--- src/hw/dspacs_pkg.sv ---
/*
 * Shared constants and types of the signal-processing extension state:
 * control/status register layout, reset value, operation classes and
 * the exception code. Assumes a single 32-bit control register.
 */
package dspacs_pkg;
    // Control/status register as a whole
    localparam logic [31:0] CTL_RESET = 32'h0000_0000;
    // Implemented bits: 27:16, 14:7, 5:0; everything else reads zero
    localparam logic [31:0] CTL_IMPL_MASK = 32'h0FFF_7FBF;
    // Field positions
    localparam int COND_LSB = 24;
    localparam int COND_W = 4;
    localparam int OUF_LSB = 16;
    localparam int OUF_W = 8;
    localparam int OUF_ACC_BASE = 0;
    localparam int OUF_ADDSUB = 4;
    localparam int OUF_MUL = 5;
    localparam int OUF_SHIFT = 6;
    localparam int OUF_EXTR = 7;
    localparam int XFAIL_BIT = 14;
    localparam int CARRY_BIT = 13;
    localparam int INS_SIZE_LSB = 7;
    localparam int POS_LSB = 0;
    localparam int FIELD6_W = 6;
    // Position step of the low-to-high move
    localparam logic [5:0] POS_STEP_LOHI = 6'h20;
    // Cause code of the state-disabled exception
    localparam logic [4:0] EXC_CODE_DISABLED = 5'h1A;
    localparam logic [4:0] EXC_CODE_NONE = 5'h00;
    // Number of accumulator pairs
    localparam int NUM_ACC = 4;

    // Operation classes issued by the pipeline
    typedef enum logic [4:0] {
        DSPACS_OP_NONE   = 5'b00000,
        DSPACS_OP_WRCTL  = 5'b00001,
        DSPACS_OP_CMP    = 5'b00010,
        DSPACS_OP_DPMAC  = 5'b00011,
        DSPACS_OP_ADDSUB = 5'b00100,
        DSPACS_OP_ADDSETC = 5'b00101,
        DSPACS_OP_ADDCIN = 5'b00110,
        DSPACS_OP_MUL    = 5'b00111,
        DSPACS_OP_SHIFT  = 5'b01000,
        DSPACS_OP_EXTR   = 5'b01001,
        DSPACS_OP_XPOS = 5'b01010,
        DSPACS_OP_XPOSDEC = 5'b01011,
        DSPACS_OP_INSVAR = 5'b01100,
        DSPACS_OP_LOHIMV = 5'b01101,
        DSPACS_OP_MTACC  = 5'b01110,
        DSPACS_OP_MFACC  = 5'b01111,
        DSPACS_OP_RDCTL  = 5'b10000
    } dspacs_op_t;
endpackage

--- src/hw/dspacs_acc_if.sv ---
/*
 * Carrier between the control logic and the accumulator storage.
 * Assumes both ends run on the same core clock.
 */
`timescale 1ns/100ps
interface dspacs_acc_if;
    logic [1:0] sel;       // Selected accumulator pair
    logic we_hi;           // Write high word
    logic we_lo;           // Write low word
    logic copy_lo;         // Copy low word into high word
    logic [31:0] wdata_hi; // High write data
    logic [31:0] wdata_lo; // Low write data
    logic [31:0] rdata_hi; // Registered high read data
    logic [31:0] rdata_lo; // Registered low read data
    modport ctl (output sel, we_hi, we_lo, copy_lo, wdata_hi, wdata_lo,
                 input rdata_hi, rdata_lo);
    modport mem (input sel, we_hi, we_lo, copy_lo, wdata_hi, wdata_lo,
                 output rdata_hi, rdata_lo);
endinterface

--- src/hw/dspacs_acc_mem.sv ---
/*
 * Four high/low accumulator pairs with a registered read port.
 * Assumes at most one write request per cycle from the control logic.
 */
`timescale 1ns/100ps
module dspacs_acc_mem (
    input wire logic clk,
    input wire logic rst_b,
    dspacs_acc_if.mem acc
);
    logic [31:0] hi_a [dspacs_pkg::NUM_ACC]; // Current high words
    logic [31:0] lo_a [dspacs_pkg::NUM_ACC]; // Current low words
    logic [31:0] rd_hi, rd_lo, next_rd_hi, next_rd_lo;

    // One storage pair per accumulator
    for (genvar i = 0; i < dspacs_pkg::NUM_ACC; i++) begin : g_pair
        logic [31:0] hi, lo, next_hi, next_lo;
        always_comb begin
            next_hi = hi;
            next_lo = lo;
            if (acc.sel == 2'(i)) begin
                // Copy reads the old low word, so a same-cycle low write is safe
                if (acc.copy_lo) begin
                    next_hi = lo;
                end else if (acc.we_hi) begin
                    next_hi = acc.wdata_hi;
                end
                if (acc.we_lo) begin
                    next_lo = acc.wdata_lo;
                end
            end
        end
        always_ff @(posedge clk or negedge rst_b) begin
            if (!rst_b) begin
                hi <= 32'h0000_0000;
                lo <= 32'h0000_0000;
            end else begin
                hi <= next_hi;
                lo <= next_lo;
            end
        end
        assign hi_a[i] = hi;
        assign lo_a[i] = lo;
    end

    // Read is old data: a write shows one cycle later
    always_comb begin
        next_rd_hi = hi_a[acc.sel];
        next_rd_lo = lo_a[acc.sel];
    end
    always_ff @(posedge clk or negedge rst_b) begin
        if (!rst_b) begin
            rd_hi <= 32'h0000_0000;
            rd_lo <= 32'h0000_0000;
        end else begin
            rd_hi <= next_rd_hi;
            rd_lo <= next_rd_lo;
        end
    end
    assign acc.rdata_hi = rd_hi;
    assign acc.rdata_lo = rd_lo;
endmodule // dspacs_acc_mem

--- src/hw/dspacs_pos_unit.sv ---
/*
 * Position arithmetic for extract and the low-to-high move: failure test and the
 * decremented and incremented bit-index. Purely combinational.
 */
`timescale 1ns/100ps
module dspacs_pos_unit (
    input wire logic [5:0] pos,
    input wire logic [5:0] size,
    output logic fail,
    output logic [5:0] pos_dec,
    output logic [5:0] pos_inc
);
    // Too few bits left below the index
    assign fail = (pos < size); // RULE_11
    // Wraps modulo 64; only used when the extract succeeded
    assign pos_dec = pos - size; // RULE_15
    assign pos_inc = pos + dspacs_pkg::POS_STEP_LOHI; // RULE_16
endmodule // dspacs_pos_unit

--- src/hw/dspacs_state.sv ---
/*
 * Architectural state of the signal-processing extension: control and
 * status register, accumulator pairs, enable check and presence flags.
 * Assumes the pipeline issues at most one operation per cycle, already
 * decoded to an operation class, with overflow and carry results
 * computed by the datapath in the same cycle.
 */
// Functional notes
// (RULE_01) Four accumulator pairs, selected by two bits
// (RULE_02) Bits 31:28 always read zero
// (RULE_03) Compare writes only low condition bits
// (RULE_04) Overflow flags sticky, cleared by control write
// (RULE_05) Dot/MAC overflow sets flag of accumulator
// (RULE_06) Add/subtract/abs overflow sets flag 20
// (RULE_07) Vector multiply overflow sets flag 21
// (RULE_08) Precision reduce and left shift: flag 22
// (RULE_09) Accumulator extract overflow sets flag 23
// (RULE_10) Extract-fail flag rewritten by every extract; the accumulator extract (DSPACS_OP_EXTR) leaves it alone here
// (RULE_11) Extract fails when index below size
// (RULE_12) Carry written by add-set, read by add-with
// (RULE_13) Insert width comes from size field
// (RULE_14) Index field gives insert and extract position
// (RULE_15) Decrementing extract lowers index by size
// (RULE_16) Low-to-high move copies, index plus 32
// (RULE_17) Disabled extension raises exception code 26
// (RULE_18) Presence flags fixed at build time
// (RULE_19) Reset zero; writes ignore reserved bits
`timescale 1ns/100ps
module dspacs_state #(
    parameter logic PRESENT = 1'b1, // Build-time presence of the extension
    parameter logic REV2_PRESENT = 1'b1 // Build-time presence of revision 2
) (
    input wire logic clk,
    input wire logic rst_b,
    input wire logic instr_valid,
    input dspacs_pkg::dspacs_op_t instr_op,
    input wire logic [1:0] acc_sel,
    input wire logic ovf_event,
    input wire logic [3:0] cmp_bits,
    input wire logic [2:0] cmp_count,
    input wire logic [5:0] extract_size,
    input wire logic carry_result,
    input wire logic [31:0] ctl_wdata,
    input wire logic acc_wr_hi,
    input wire logic acc_wr_lo,
    input wire logic [31:0] acc_wdata_hi,
    input wire logic [31:0] acc_wdata_lo,
    input wire logic extension_enable_bit,
    output logic [31:0] ctl_status,
    output logic carry_bit,
    output logic [5:0] insert_size,
    output logic [5:0] insert_pos,
    output logic [31:0] acc_rdata_hi,
    output logic [31:0] acc_rdata_lo,
    output logic extension_present_flag,
    output logic extension_rev2_present_flag,
    output logic exc_valid,
    output logic [4:0] exc_code
);
    logic [31:0] ctl, next_ctl;       // Control/status register
    logic exc_q, next_exc_q;          // Exception pulse
    logic [4:0] code_q, next_code_q;  // Exception cause
    logic accepted;                   // Any extension operation offered
    logic go;                         // Operation allowed to act
    logic disabled_hit;               // Operation blocked by enable
    logic ext_fail;                   // Extract failure of this operation
    logic [5:0] pos_dec, pos_inc;     // Updated index candidates
    logic [3:0] cond_code, cm; // Condition codes and compare mask
    logic [7:0] ouf; // Sticky overflow flags
    logic xfail; // Extract-fail flag
    logic [5:0] ins_size, pos; // Insert size and bit index

    dspacs_acc_if acc_bus ();

    // Compare writes the lowest bits, one per vector element
    function automatic logic [3:0] cmp_mask(input logic [2:0] n);
        case (n)
            3'h1: cmp_mask = 4'h1;
            3'h2: cmp_mask = 4'h3;
            3'h3: cmp_mask = 4'h7;
            3'h4: cmp_mask = 4'hF;
            default: cmp_mask = 4'h0;
        endcase
    endfunction

    // Only dot/MAC and the accumulator move may write words
    function automatic logic acc_write_class(input dspacs_pkg::dspacs_op_t op);
        acc_write_class = (op == dspacs_pkg::DSPACS_OP_DPMAC) ||
            (op == dspacs_pkg::DSPACS_OP_MTACC);
    endfunction

    // Field views of the register
    assign cond_code = ctl[dspacs_pkg::COND_LSB +: dspacs_pkg::COND_W];
    assign ouf = ctl[dspacs_pkg::OUF_LSB +: dspacs_pkg::OUF_W];
    assign xfail = ctl[dspacs_pkg::XFAIL_BIT];
    assign ins_size = ctl[dspacs_pkg::INS_SIZE_LSB +: dspacs_pkg::FIELD6_W];
    assign pos = ctl[dspacs_pkg::POS_LSB +: dspacs_pkg::FIELD6_W];
    assign cm = cmp_mask(cmp_count);

    // Enable gate: a blocked operation changes no state
    assign accepted = instr_valid && (instr_op != dspacs_pkg::DSPACS_OP_NONE);
    assign disabled_hit = accepted && !extension_enable_bit; // RULE_17
    assign go = accepted && extension_enable_bit;

    dspacs_pos_unit u_pos (
        .pos(pos),
        .size(extract_size),
        .fail(ext_fail),
        .pos_dec(pos_dec),
        .pos_inc(pos_inc)
    );

    // Next register value and exception for the offered operation
    always_comb begin
        next_ctl = ctl;
        next_exc_q = 1'b0;
        next_code_q = dspacs_pkg::EXC_CODE_NONE;
        if (disabled_hit) begin
            // Trap instead of acting; nothing else moves
            next_exc_q = 1'b1; // RULE_17
            next_code_q = dspacs_pkg::EXC_CODE_DISABLED; // RULE_17
        end else if (go) begin
            case (instr_op)
                dspacs_pkg::DSPACS_OP_WRCTL: begin
                    // Only path that clears overflow flags
                    next_ctl = ctl_wdata; // RULE_04
                end
                dspacs_pkg::DSPACS_OP_CMP: begin
                    next_ctl[dspacs_pkg::COND_LSB +: dspacs_pkg::COND_W] =
                        (cond_code & ~cm) | (cmp_bits & cm); // RULE_03
                end
                dspacs_pkg::DSPACS_OP_DPMAC: begin
                    if (ovf_event) begin
                        next_ctl[dspacs_pkg::OUF_LSB + dspacs_pkg::OUF_ACC_BASE
                                 + int'(acc_sel)] = 1'b1; // RULE_05
                    end
                end
                dspacs_pkg::DSPACS_OP_ADDSUB: begin
                    if (ovf_event) begin
                        next_ctl[dspacs_pkg::OUF_LSB + dspacs_pkg::OUF_ADDSUB] = 1'b1; // RULE_06
                    end
                end
                dspacs_pkg::DSPACS_OP_ADDSETC: begin
                    next_ctl[dspacs_pkg::CARRY_BIT] = carry_result; // RULE_12
                end
                dspacs_pkg::DSPACS_OP_ADDCIN: begin
                    // Consumes carry_bit; belongs to the add overflow class
                    if (ovf_event) begin
                        next_ctl[dspacs_pkg::OUF_LSB + dspacs_pkg::OUF_ADDSUB] = 1'b1; // RULE_06
                    end
                end
                dspacs_pkg::DSPACS_OP_MUL: begin
                    if (ovf_event) begin
                        next_ctl[dspacs_pkg::OUF_LSB + dspacs_pkg::OUF_MUL] = 1'b1; // RULE_07
                    end
                end
                dspacs_pkg::DSPACS_OP_SHIFT: begin
                    if (ovf_event) begin
                        next_ctl[dspacs_pkg::OUF_LSB + dspacs_pkg::OUF_SHIFT] = 1'b1; // RULE_08
                    end
                end
                dspacs_pkg::DSPACS_OP_EXTR: begin
                    if (ovf_event) begin
                        next_ctl[dspacs_pkg::OUF_LSB + dspacs_pkg::OUF_EXTR] = 1'b1; // RULE_09
                    end
                end
                dspacs_pkg::DSPACS_OP_XPOS: begin
                    next_ctl[dspacs_pkg::XFAIL_BIT] = ext_fail; // RULE_10
                end
                dspacs_pkg::DSPACS_OP_XPOSDEC: begin
                    next_ctl[dspacs_pkg::XFAIL_BIT] = ext_fail; // RULE_10
                    // A failed extract leaves the index where it was
                    if (!ext_fail) begin
                        next_ctl[dspacs_pkg::POS_LSB +: dspacs_pkg::FIELD6_W] = pos_dec; // RULE_15
                    end
                end
                dspacs_pkg::DSPACS_OP_LOHIMV: begin
                    next_ctl[dspacs_pkg::POS_LSB +: dspacs_pkg::FIELD6_W] = pos_inc; // RULE_16
                end
                default: begin
                    // Insert, accumulator moves and reads leave the register alone
                    next_ctl = ctl;
                end
            endcase
        end
        // Reserved positions never hold a one
        next_ctl = next_ctl & dspacs_pkg::CTL_IMPL_MASK; // RULE_02 RULE_19
    end

    // Register stage for control state and exception
    always_ff @(posedge clk or negedge rst_b) begin
        if (!rst_b) begin
            ctl <= dspacs_pkg::CTL_RESET; // RULE_19
            exc_q <= 1'b0;
            code_q <= dspacs_pkg::EXC_CODE_NONE;
        end else begin
            ctl <= next_ctl;
            exc_q <= next_exc_q;
            code_q <= next_code_q;
        end
    end

    // Accumulator requests: destination from the two-bit select
    assign acc_bus.sel = acc_sel; // RULE_01
    assign acc_bus.we_hi = go && acc_wr_hi && acc_write_class(instr_op);
    assign acc_bus.we_lo = go && acc_wr_lo && acc_write_class(instr_op);
    assign acc_bus.copy_lo = go && (instr_op == dspacs_pkg::DSPACS_OP_LOHIMV); // RULE_16
    assign acc_bus.wdata_hi = acc_wdata_hi;
    assign acc_bus.wdata_lo = acc_wdata_lo;

    dspacs_acc_mem u_acc (
        .clk(clk),
        .rst_b(rst_b),
        .acc(acc_bus)
    );

    // Outputs
    assign ctl_status = ctl;
    assign carry_bit = ctl[dspacs_pkg::CARRY_BIT]; // RULE_12
    assign insert_size = ins_size; // RULE_13
    assign insert_pos = pos; // RULE_14
    assign acc_rdata_hi = acc_bus.rdata_hi;
    assign acc_rdata_lo = acc_bus.rdata_lo;
    assign extension_present_flag = PRESENT; // RULE_18
    assign extension_rev2_present_flag = REV2_PRESENT; // RULE_18
    assign exc_valid = exc_q;
    assign exc_code = code_q;
endmodule // dspacs_state

--- config.mk ---
export PLATFORM = sky130hd
export DESIGN_NAME = dspacs_state
export DESIGN_NICKNAME = d
export VERILOG_FILES = /design/src/hw/dspacs_pkg.sv /design/src/hw/dspacs_acc_if.sv /design/src/hw/dspacs_acc_mem.sv /design/src/hw/dspacs_pos_unit.sv /design/src/hw/dspacs_state.sv
export SDC_FILE = /design/constraint.sdc
export NUM_CORES = 1
export LEC_CHECK = 0
export BUFFER_PORTS_ARGS = -buffer_cell sky130_fd_sc_hd__buf_2
export CORE_MARGIN = 2
export CORE_UTILIZATION = 55
export CTS_BUF_LIST = sky130_fd_sc_hd__clkbuf_2
export CTS_CLUSTER_DIAMETER = 50
export CTS_CLUSTER_SIZE = 30
export DETAILED_ROUTE_END_ITERATION = 7
export PLACE_DENSITY_LB_ADDON = 0.1
export REMOVE_ABC_BUFFERS = 1
export SLEW_MARGIN = 20
export SYNTH_ARGS = -nofsm -noshare
export SYNTH_HDL_FRONTEND = slang
export SYNTH_SLANG_ARGS = --single-unit
--- constraint.sdc ---
create_clock -name clk -period 2.9 [get_ports clk]
set_clock_uncertainty 0.1 [all_clocks]
set_input_delay 0.435 -clock clk [delete_from_list [all_inputs] [get_ports clk]]
set_output_delay 0.435 -clock clk [all_outputs]
set_load 0.01 [all_outputs]
==> results.md, run 1 <==
- The master cell of the clock root buffer is sky130_fd_sc_hd__clkbuf_2.
- In the final layout, the share of cells above drive strength 1 is 0.298.
- The HPWL after detailed placement is 22,500 µm.
- Entering global routing, the biggest net connects 70 pins.
- The synthesized design contains 0 enable-type register cells.
- Timing would allow up to approximately 0.36 GHz.
- The post-layout instance area is around 19,000 µm².
- Setup repair after global routing left no endpoint under its margin.
- The flow ran to the end, and the final reports show no timing, DRC or antenna violations.
- The placed instance area is 17,100 µm².
- The residual antenna-violating net count after detailed routing is 0.
- The sequential area share after synthesis is 0.559.
- The area of the core is approximately 28,000 µm².
- The mean cell area of the mapped netlist is roughly 12 µm².
- The power per cell area is 500 nW/µm².
- The routability congestion estimate is 0.809.
- The die covers 29,600 µm².
- The switching power total is 2.70 mW.
- The most frequent cell on the critical path is sky130_fd_sc_hd__dlygate4sd3_1.
- The required time of the critical path is 3530 ps.
- The max-capacitance violation count is 0.
- For this run, the slowest stage of the critical path takes 560 ps.
- The flip-flop and latch count after synthesis is 347.
- The first TritonRoute pass finished after 5 iterations.
- The setup path with the least slack is of type in -> reg.
- Setup violations remaining at the end of the flow were counted as 0.
- The number of buffers and inverters on the critical path is 4.
- The number of buffer cells added on primary ports is 224.
- The clock power share is 0.261.
- The area of the mapped netlist is around 16,000 µm².
- In this run the tightest slew margin relative to its limit is 0.613.
- Post-CTS timing repair inserted 0 buffers for setup.
- On the critical path the largest part of the delay comes from buffers and inverters.
- The count of warnings emitted by yosys is 0.
- After synthesis, the share of flip-flops with an asynchronous set or reset is 1.00.
- The switching part of the total is 0.289.
- The first global-routing pass estimated about 60,000 µm of wire.
- The top cell types in the final layout, fill and taps aside, are sky130_fd_sc_hd__dfrtp_1, sky130_fd_sc_hd__buf_2, sky130_fd_sc_hd__a21oi_1.
- The number of antenna violations at the first check in global routing is 1.
- The signal on the critical path passes through dlygate4sd3_1 -> buf_2 -> or3_1 -> nor2_2 -> and3_1 -> a21oi_1 -> dlygate4sd3_1 -> o2bb2ai_1 -> dlygate4sd3_1.
- The number of top-level pins is 241.
- The final count of pins violating max slew is 0.
- The clock tree from TritonCTS is done.
- The number of buffers inserted during clock tree synthesis is 36.
- In the synthesized netlist the dominant register cell turns out to be sky130_fd_sc_hd__dfrtp_1.
- The overall fraction of global-route tracks in use is 0.257.
- The kind of start point of the critical path is an input port.
- Counting along the longest clock path gives a buffer depth of 3.
- In the final routed layout, each cell accounts on average for 18.6 µm.
- The share of total power dissipated in combinational logic is 0.154.
- The signed area change from the synthesized netlist to the final layout is 20.5%.
- The detailed-route wire length is between 30,000 and 40,000 µm.
- Of the total power, registers draw 0.585.
- The via-per-instance ratio is 5.56.
- After detailed routing, the number of remaining DRC violations is 0.
- The maximum VDD drop is 0.380 mV.
- The worst hold path belongs to the class in -> reg.
- Summed over all cells, the static leakage comes to 9.33 nW.
- The shortest clock period the worst path allows after layout is between 2000 and 3000 ps.
- The kind of end point of the critical path is a flop.
- The slew at the pin closest to its max-slew limit is around 580 ps.
- The die is between 150 and 200 µm tall.
- For the worst-skew pair, the clock arrives at the later sink with an insertion delay of approximately 870 ps.
- The standard cell with the maximum stage delay on the critical path is sky130_fd_sc_hd__dlygate4sd3_1.
- In this run the worst path has a maximum fanout of 13.
- The share of the cycle needed by the critical path after routing is 0.960.
- Clock-pin slew was measured on the worst setup and hold paths at about 170 ps.
- The data arrival time of the critical path is 3410 ps.
- Setup total negative slack on the finished layout was measured at 0 ps.
- The number of placement rows is 61.
- The tree built by TritonCTS fans out to 347 sinks.
- The via count of the first global-routing pass is 11,100.
- The number of unique standard cell types used by synthesis is 57.
- The design draws 9.35 mW.
- For this run the aggregate overflow at the end of global routing stands at 0.
- The CTS H-tree depth is 2.
- The via count is approximately 11,000.
- The die is 172 µm wide.
- Internal power comes to ~6.7 mW.
- The number of nets in the layout is between 1,500 and 2,000.
- The most common library cell in the layout ignoring fill and taps is sky130_fd_sc_hd__dfrtp_1.
- The number of violations reported at the end of detailed-routing iteration 0 is between 500 and 600.
- The cell count after synthesis came out at 1,265.
- The hold violation total from the final report came to 0.
- For this configuration, the core starts out at a cell density of 0.559.
## worst min-delay path, cell delays in order
cell and delay [ps]:
sky130_fd_sc_hd__buf_2 100, sky130_fd_sc_hd__xor2_1 80, sky130_fd_sc_hd__a21oi_1 140, sky130_fd_sc_hd__a2bb2oi_1 160
## cell usage after synthesis, types with 7 or more instances
master / n / share of area
sky130_fd_sc_hd__a21oi_1: 181 / 0.058
sky130_fd_sc_hd__buf_2: 31 / 0.010
sky130_fd_sc_hd__buf_4: 34 / 0.016
sky130_fd_sc_hd__clkbuf_1: 32 / 0.0077
sky130_fd_sc_hd__dfrtp_1: 347 / 0.56
sky130_fd_sc_hd__inv_1: 11 / 0.0027
sky130_fd_sc_hd__mux2_1: 60 / 0.043
sky130_fd_sc_hd__mux2_2: 43 / 0.031
sky130_fd_sc_hd__mux2_4: 30 / 0.029
sky130_fd_sc_hd__mux4_2: 64 / 0.093
sky130_fd_sc_hd__nand2_1: 134 / 0.032
sky130_fd_sc_hd__nor2_1: 49 / 0.012
sky130_fd_sc_hd__nor2b_1: 36 / 0.014
sky130_fd_sc_hd__o21ai_0: 92 / 0.030
sky130_fd_sc_hd__o21ai_1: 18 / 0.0058
sky130_fd_sc_hd__o22ai_1: 7 / 0.0028
## power groups by stage
stage                     clock, mW  sequential [mW]  combinational (mW)
after global routing           2.72             5.52                1.61
after detailed placement          0             5.55                1.31
after global placement            0             5.54                1.28
final                          2.44             5.47                1.44
after CTS                      2.53             5.47                1.45
after floorplan                   0             5.58               0.635
## routing by layer
layer	part of all wire	vias to the layer above	GRT usage	routed length, µm
li1	-	5116	-	-
met1	0.45	5554	0.360	16600
met2	0.48	301	0.427	17800
met3	0.050	56	0.0428	1860
met4	0.019	0	0.0599	697
met5	0	-	0	0
## state kept, by name, indices dropped and copies added (netlist names), named ones only
| register | cells |
|---|---|
| ctl_status | 22 |
| exc_code | 1 |
| u_acc.g_pair.hi | 128 |
| u_acc.g_pair.lo | 128 |
| u_acc.acc.rdata_hi | 32 |
| u_acc.acc.rdata_lo | 32 |
## layout make-up
cell class              instances  area [µm²]
diodes                          1        2.50
repair buffers                372        2780
clock inverters                23         223
flip-flops and latches        347        8680
fillers                      2216        9060
clock buffers                  42         210
inverters                      11        41.3
multi-input cells             810        6310
well taps                     378         473
## per-stage QoR
step / std cells / hold WS (ps) / util / setup slack (ps)
after detailed placement: 1804 / 345 / 0.617 / 162
after floorplan: 1168 / 39.4 / - / -2380
final: 1984 / 78.7 / 0.674 / 117
after global placement: 1804 / 345 / 0.617 / 200
after CTS: 1983 / 1.78 / 0.674 / 95.6
after global routing: 1984 / 23.2 / 0.674 / 28.5
## cells by family (layout without fill, tap and decap cells)
logic type,count (synthesis),in the layout,synth area share
AO/OA/AOI/OAI,325,325,0.114
XOR/XNOR,4,4,0.00226
adder cells (fa/ha/maj),7,7,0.00612
buffers and inverters,116,448,0.0403
flip-flops,347,347,0.559
multiplexers,201,201,0.199
other,2,11,0.000483
AND/OR/NAND/NOR,263,263,0.0793
## timing repair
item                                    CTS  global route
hold buffers                            114             0
endpoints found under the setup margin    0             1
gates resized for setup                   0             1
endpoints found under the hold margin   641             0
## final timing paths
| kind | start | end | slack, ps | cells after the start |
|---|---|---|---|---|
| min reg2reg | u_acc.g_pair[3].hi[11]$_DFFE_PN0P_ | u_acc.g_pair[3].hi[11]$_DFFE_PN0P_ | 400 | 2 |
| min | cmp_count[2] | flop | 80 | 4 |
| min in group asynchronous | rst_b | u_acc.g_pair[1].lo[13]$_DFFE_PN0P_ | 510 | 3 |
| max reg2reg | ctl_status[0]$_DFFE_PN0P_ | ctl_status[0]$_DFFE_PN0P_ | 170 | 9 |
| max | instr_op[3] | flop | 120 | 9 |
| max in group asynchronous | rst_b | ctl_status[0]$_DFFE_PN0P_ | 1470 | 4 |
Power figures use the tool's default switching activity.
==> run 2, diff against run 1 <==
Settings changed: CORE_UTILIZATION 55 to 59.
==> results.md, run 2 (synthesis results as in run 1) <==
- The run finished with clean final reports.
- The power per cell area was 510 nW/µm² (+2.0%).
- The number of top-level pins is 241 (unchanged).
- The maximum VDD drop is 0.438 mV (+15%).
- The worst setup path startpoint is instr_op[3].
- The total congestion overflow is 0 (unchanged).
- The clock tree buffer depth came to 3 (unchanged).
- The number of detailed-routing iterations run before antenna repair is 5 (unchanged).
- The total placed cells including tap cells was 1,762 (-2.3%).
- The average wire length per cell after detail routing was 18.6 µm (+0.16%).
- The number of nets in the layout came to 1,709 (unchanged).
- The most common library cell in the layout ignoring fill and taps is sky130_fd_sc_hd__dfrtp_1.
- The clock latency reported for the late side of the worst-skew pair is 830 ps (-40 ps).
- The initial cell density of the core was 0.598 (+0.0387).
- The CTS H-tree depth is 2 (unchanged).
- The area growth from synthesis to layout is 20.0%.
- The number of buffers inserted during clock tree synthesis is 35 (-2.8%).
- The worst slew margin relative to its limit came to 0.502 (-0.111).
- The area enclosed by the die boundary is 27,600 µm² (-6.6%).
- The share of total power in sequential cells is 0.575 (-0.010).
- The via-per-instance ratio was 5.65 (+1.6%).
- The final cell count without fillers came to 1,939 (-2.3%).
- The clock power share is 0.273 (+0.012).
- Setup repair after global routing left no endpoint under its margin.
- The worst slack on hold paths is 49.0 ps (-29.7 ps).
- The tightest min-delay check is of the in -> async type.
- The footprint of the multi-input gates is 6310 µm² (about the same).
- The detailed-route wire length is 36,100 µm (-2.1%).
- The number of clock sinks came to 347 (unchanged).
- The routability congestion estimate is 0.837 (+3.5%).
- The height of the chip is 166 µm (-3.4%).
- The top cell types in the final layout, fill and taps aside, are sky130_fd_sc_hd__dfrtp_1, sky130_fd_sc_hd__buf_2, sky130_fd_sc_hd__a21oi_1.
- The leakage power was 9.32 nW (-0.14%).
- The total power is 9.50 mW (+1.5%).
- The data arrival time of the critical path is 3450 ps (+40 ps).
- The wire length of the first global-routing pass is 59,200 µm (unchanged).
- The slew at the pin closest to its max-slew limit is 747 ps (+166 ps).
- The fill cell instance count of the final layout is 1,885 (-15%).
- The internal power consumption is 6.87 mW (+3.2%).
- The hold violation total from the final report was 0 (unchanged).
- The area of the core was 26,000 µm² (-6.5%).
- The share of the cycle needed by the critical path after routing is 0.979 (+0.0194).
- The via count of the first global-routing pass is 11,100 (-0.072%).
- The die width was 166 µm (-3.4%).
- The number of setup violations in the final report is 0 (unchanged).
- The switching power total is 2.63 mW (-2.6%).
- The switching part of the total is 0.277 (-0.0117).
- The highest clock rate is 0.352 GHz (-2.0%).
- The clock tree from TritonCTS is done.
- The via count is 10,900 (-0.72%).
- The shortest clock period the worst path allows after layout is 2840 ps (+56.1 ps).
- The largest registers in the layout are u_acc.g_pair.hi: 128 flops, u_acc.g_pair.lo: 128 flops.
- The number of placement rows is 59 (-3.3%).
- The master cell of the clock root buffer is sky130_fd_sc_hd__clkbuf_2.
- The overall fraction of global-route tracks in use is 0.267 (+0.0103).
- The share of post-route cells with drive strength above 1 came to 0.300 (+0.00118).
- The number of violations reported at the end of detailed-routing iteration 0 is 705 (+23%).
- The number of buffer cells added on primary ports is 224 (unchanged).
- The residual antenna-violating net count after detailed routing is 0 (unchanged).
- The pin count of the biggest net entering global routing came to 74 (+5.7%).
- The part of the power in combinational logic came to 0.151 (-0.003).
- The final count of pins violating max slew is 0 (unchanged).
- The worst setup path is captured at a flop.
- The worst-path maximum fanout is 13 (unchanged).
- The total area of sequential cells is 8680 µm² (unchanged).
- The critical path in this run is classified as in -> reg.
- The number of antenna violations at the first check in global routing was 2 (+1).
- In this run the critical register-to-register path is launched from ctl_status[0]$_DFFE_PN0P_.
- STA classifies the critical path startpoint as an input port.
- The HPWL after detailed placement was 22,200 µm (-1.4%).
- The clock input transition at the sequential cells of the worst setup and hold paths is 220 ps (+50 ps).
- The max-capacitance violation count is 0 (unchanged).
- The detailed-route DRC error count is 0 (unchanged).
- The required time of the critical path is 3510 ps (-20 ps).
-- run 2: final timing paths --
kind | slack, ps | end | cells past startpoint
max in group asynchronous | 1470 | u_acc.g_pair[3].lo[6]$_DFFE_PN0P_ | 3
min in group clk | 100 | flop | 4
max reg2reg | 170 | ctl_status[4]$_DFFE_PN0P_ | 9
min reg2reg | 400 | u_acc.g_pair[2].hi[19]$_DFFE_PN0P_ | 2
max | 60 | flop | 9
min | 50 | u_acc.acc.rdata_lo[13]$_DFF_PN0_ | 2
-- run 2: final cells by class --
class | instances | area share
sequential | 347 | 0.466
antenna | 2 | 0.000268
tap | 335 | 0.0225
multi-input combinational | 810 | 0.339
clock inverter | 22 | 0.0152
timing repair buffer | 373 | 0.145
inverter | 11 | 0.00222
clock buffer | 39 | 0.0105
-- run 2: metrics by stage --
| step | setup WS, ps | setup TNS [ps] | utilization | instance area [µm²] |
|---|---|---|---|---|
| 2_1_floorplan | -2380 | -298680 | - | 15000 |
| 3_3_place_gp | 210 | 0 | 0.655 | 17000 |
| 3_5_place_dp | 204 | 0 | 0.655 | 17000 |
| 4_1_cts | 100 | 0 | 0.717 | 18600 |
| 5_1_grt | 2.88 | 0 | 0.717 | 18600 |
| 6_report | 61.2 | 0 | 0.717 | 18600 |
-- run 2: critical path: stages --
cell                            delay, ps
sky130_fd_sc_hd__dlygate4sd3_1        550
sky130_fd_sc_hd__buf_2                200
sky130_fd_sc_hd__or3_1                500
sky130_fd_sc_hd__nor2_2               260
sky130_fd_sc_hd__and3_1               190
sky130_fd_sc_hd__a21oi_1               40
sky130_fd_sc_hd__dlygate4sd3_1        560
sky130_fd_sc_hd__o2bb2ai_1            140
sky130_fd_sc_hd__dlygate4sd3_1        570
-- run 2: layer usage --
layer | wire length, µm | track usage | up-vias
met1 | 15900 | 0.378 | 5459
met3 | 1890 | 0.0424 | 59
met2 | 17600 | 0.441 | 307
li1 | - | - | 5123
met4 | 755 | 0.0675 | 0
met5 | 0 | 0 | -
-- run 2: timing repair --
item / in CTS / in global routing
setup endpoints to repair: 0 / 2
gates resized for setup: 0 / 2
setup buffers: 0 / 0
endpoints found under the hold margin: 624 / 0
hold buffers: 114 / 0
-- run 2: power by group through the flow --
stage	Combinational, mW	Sequential [mW]	Clock (mW)
finish	1.44	5.46	2.60
global route	1.60	5.52	2.87
CTS	1.45	5.46	2.68
detailed placement	1.31	5.55	0
global placement	1.28	5.53	0
floorplan	0.635	5.58	0
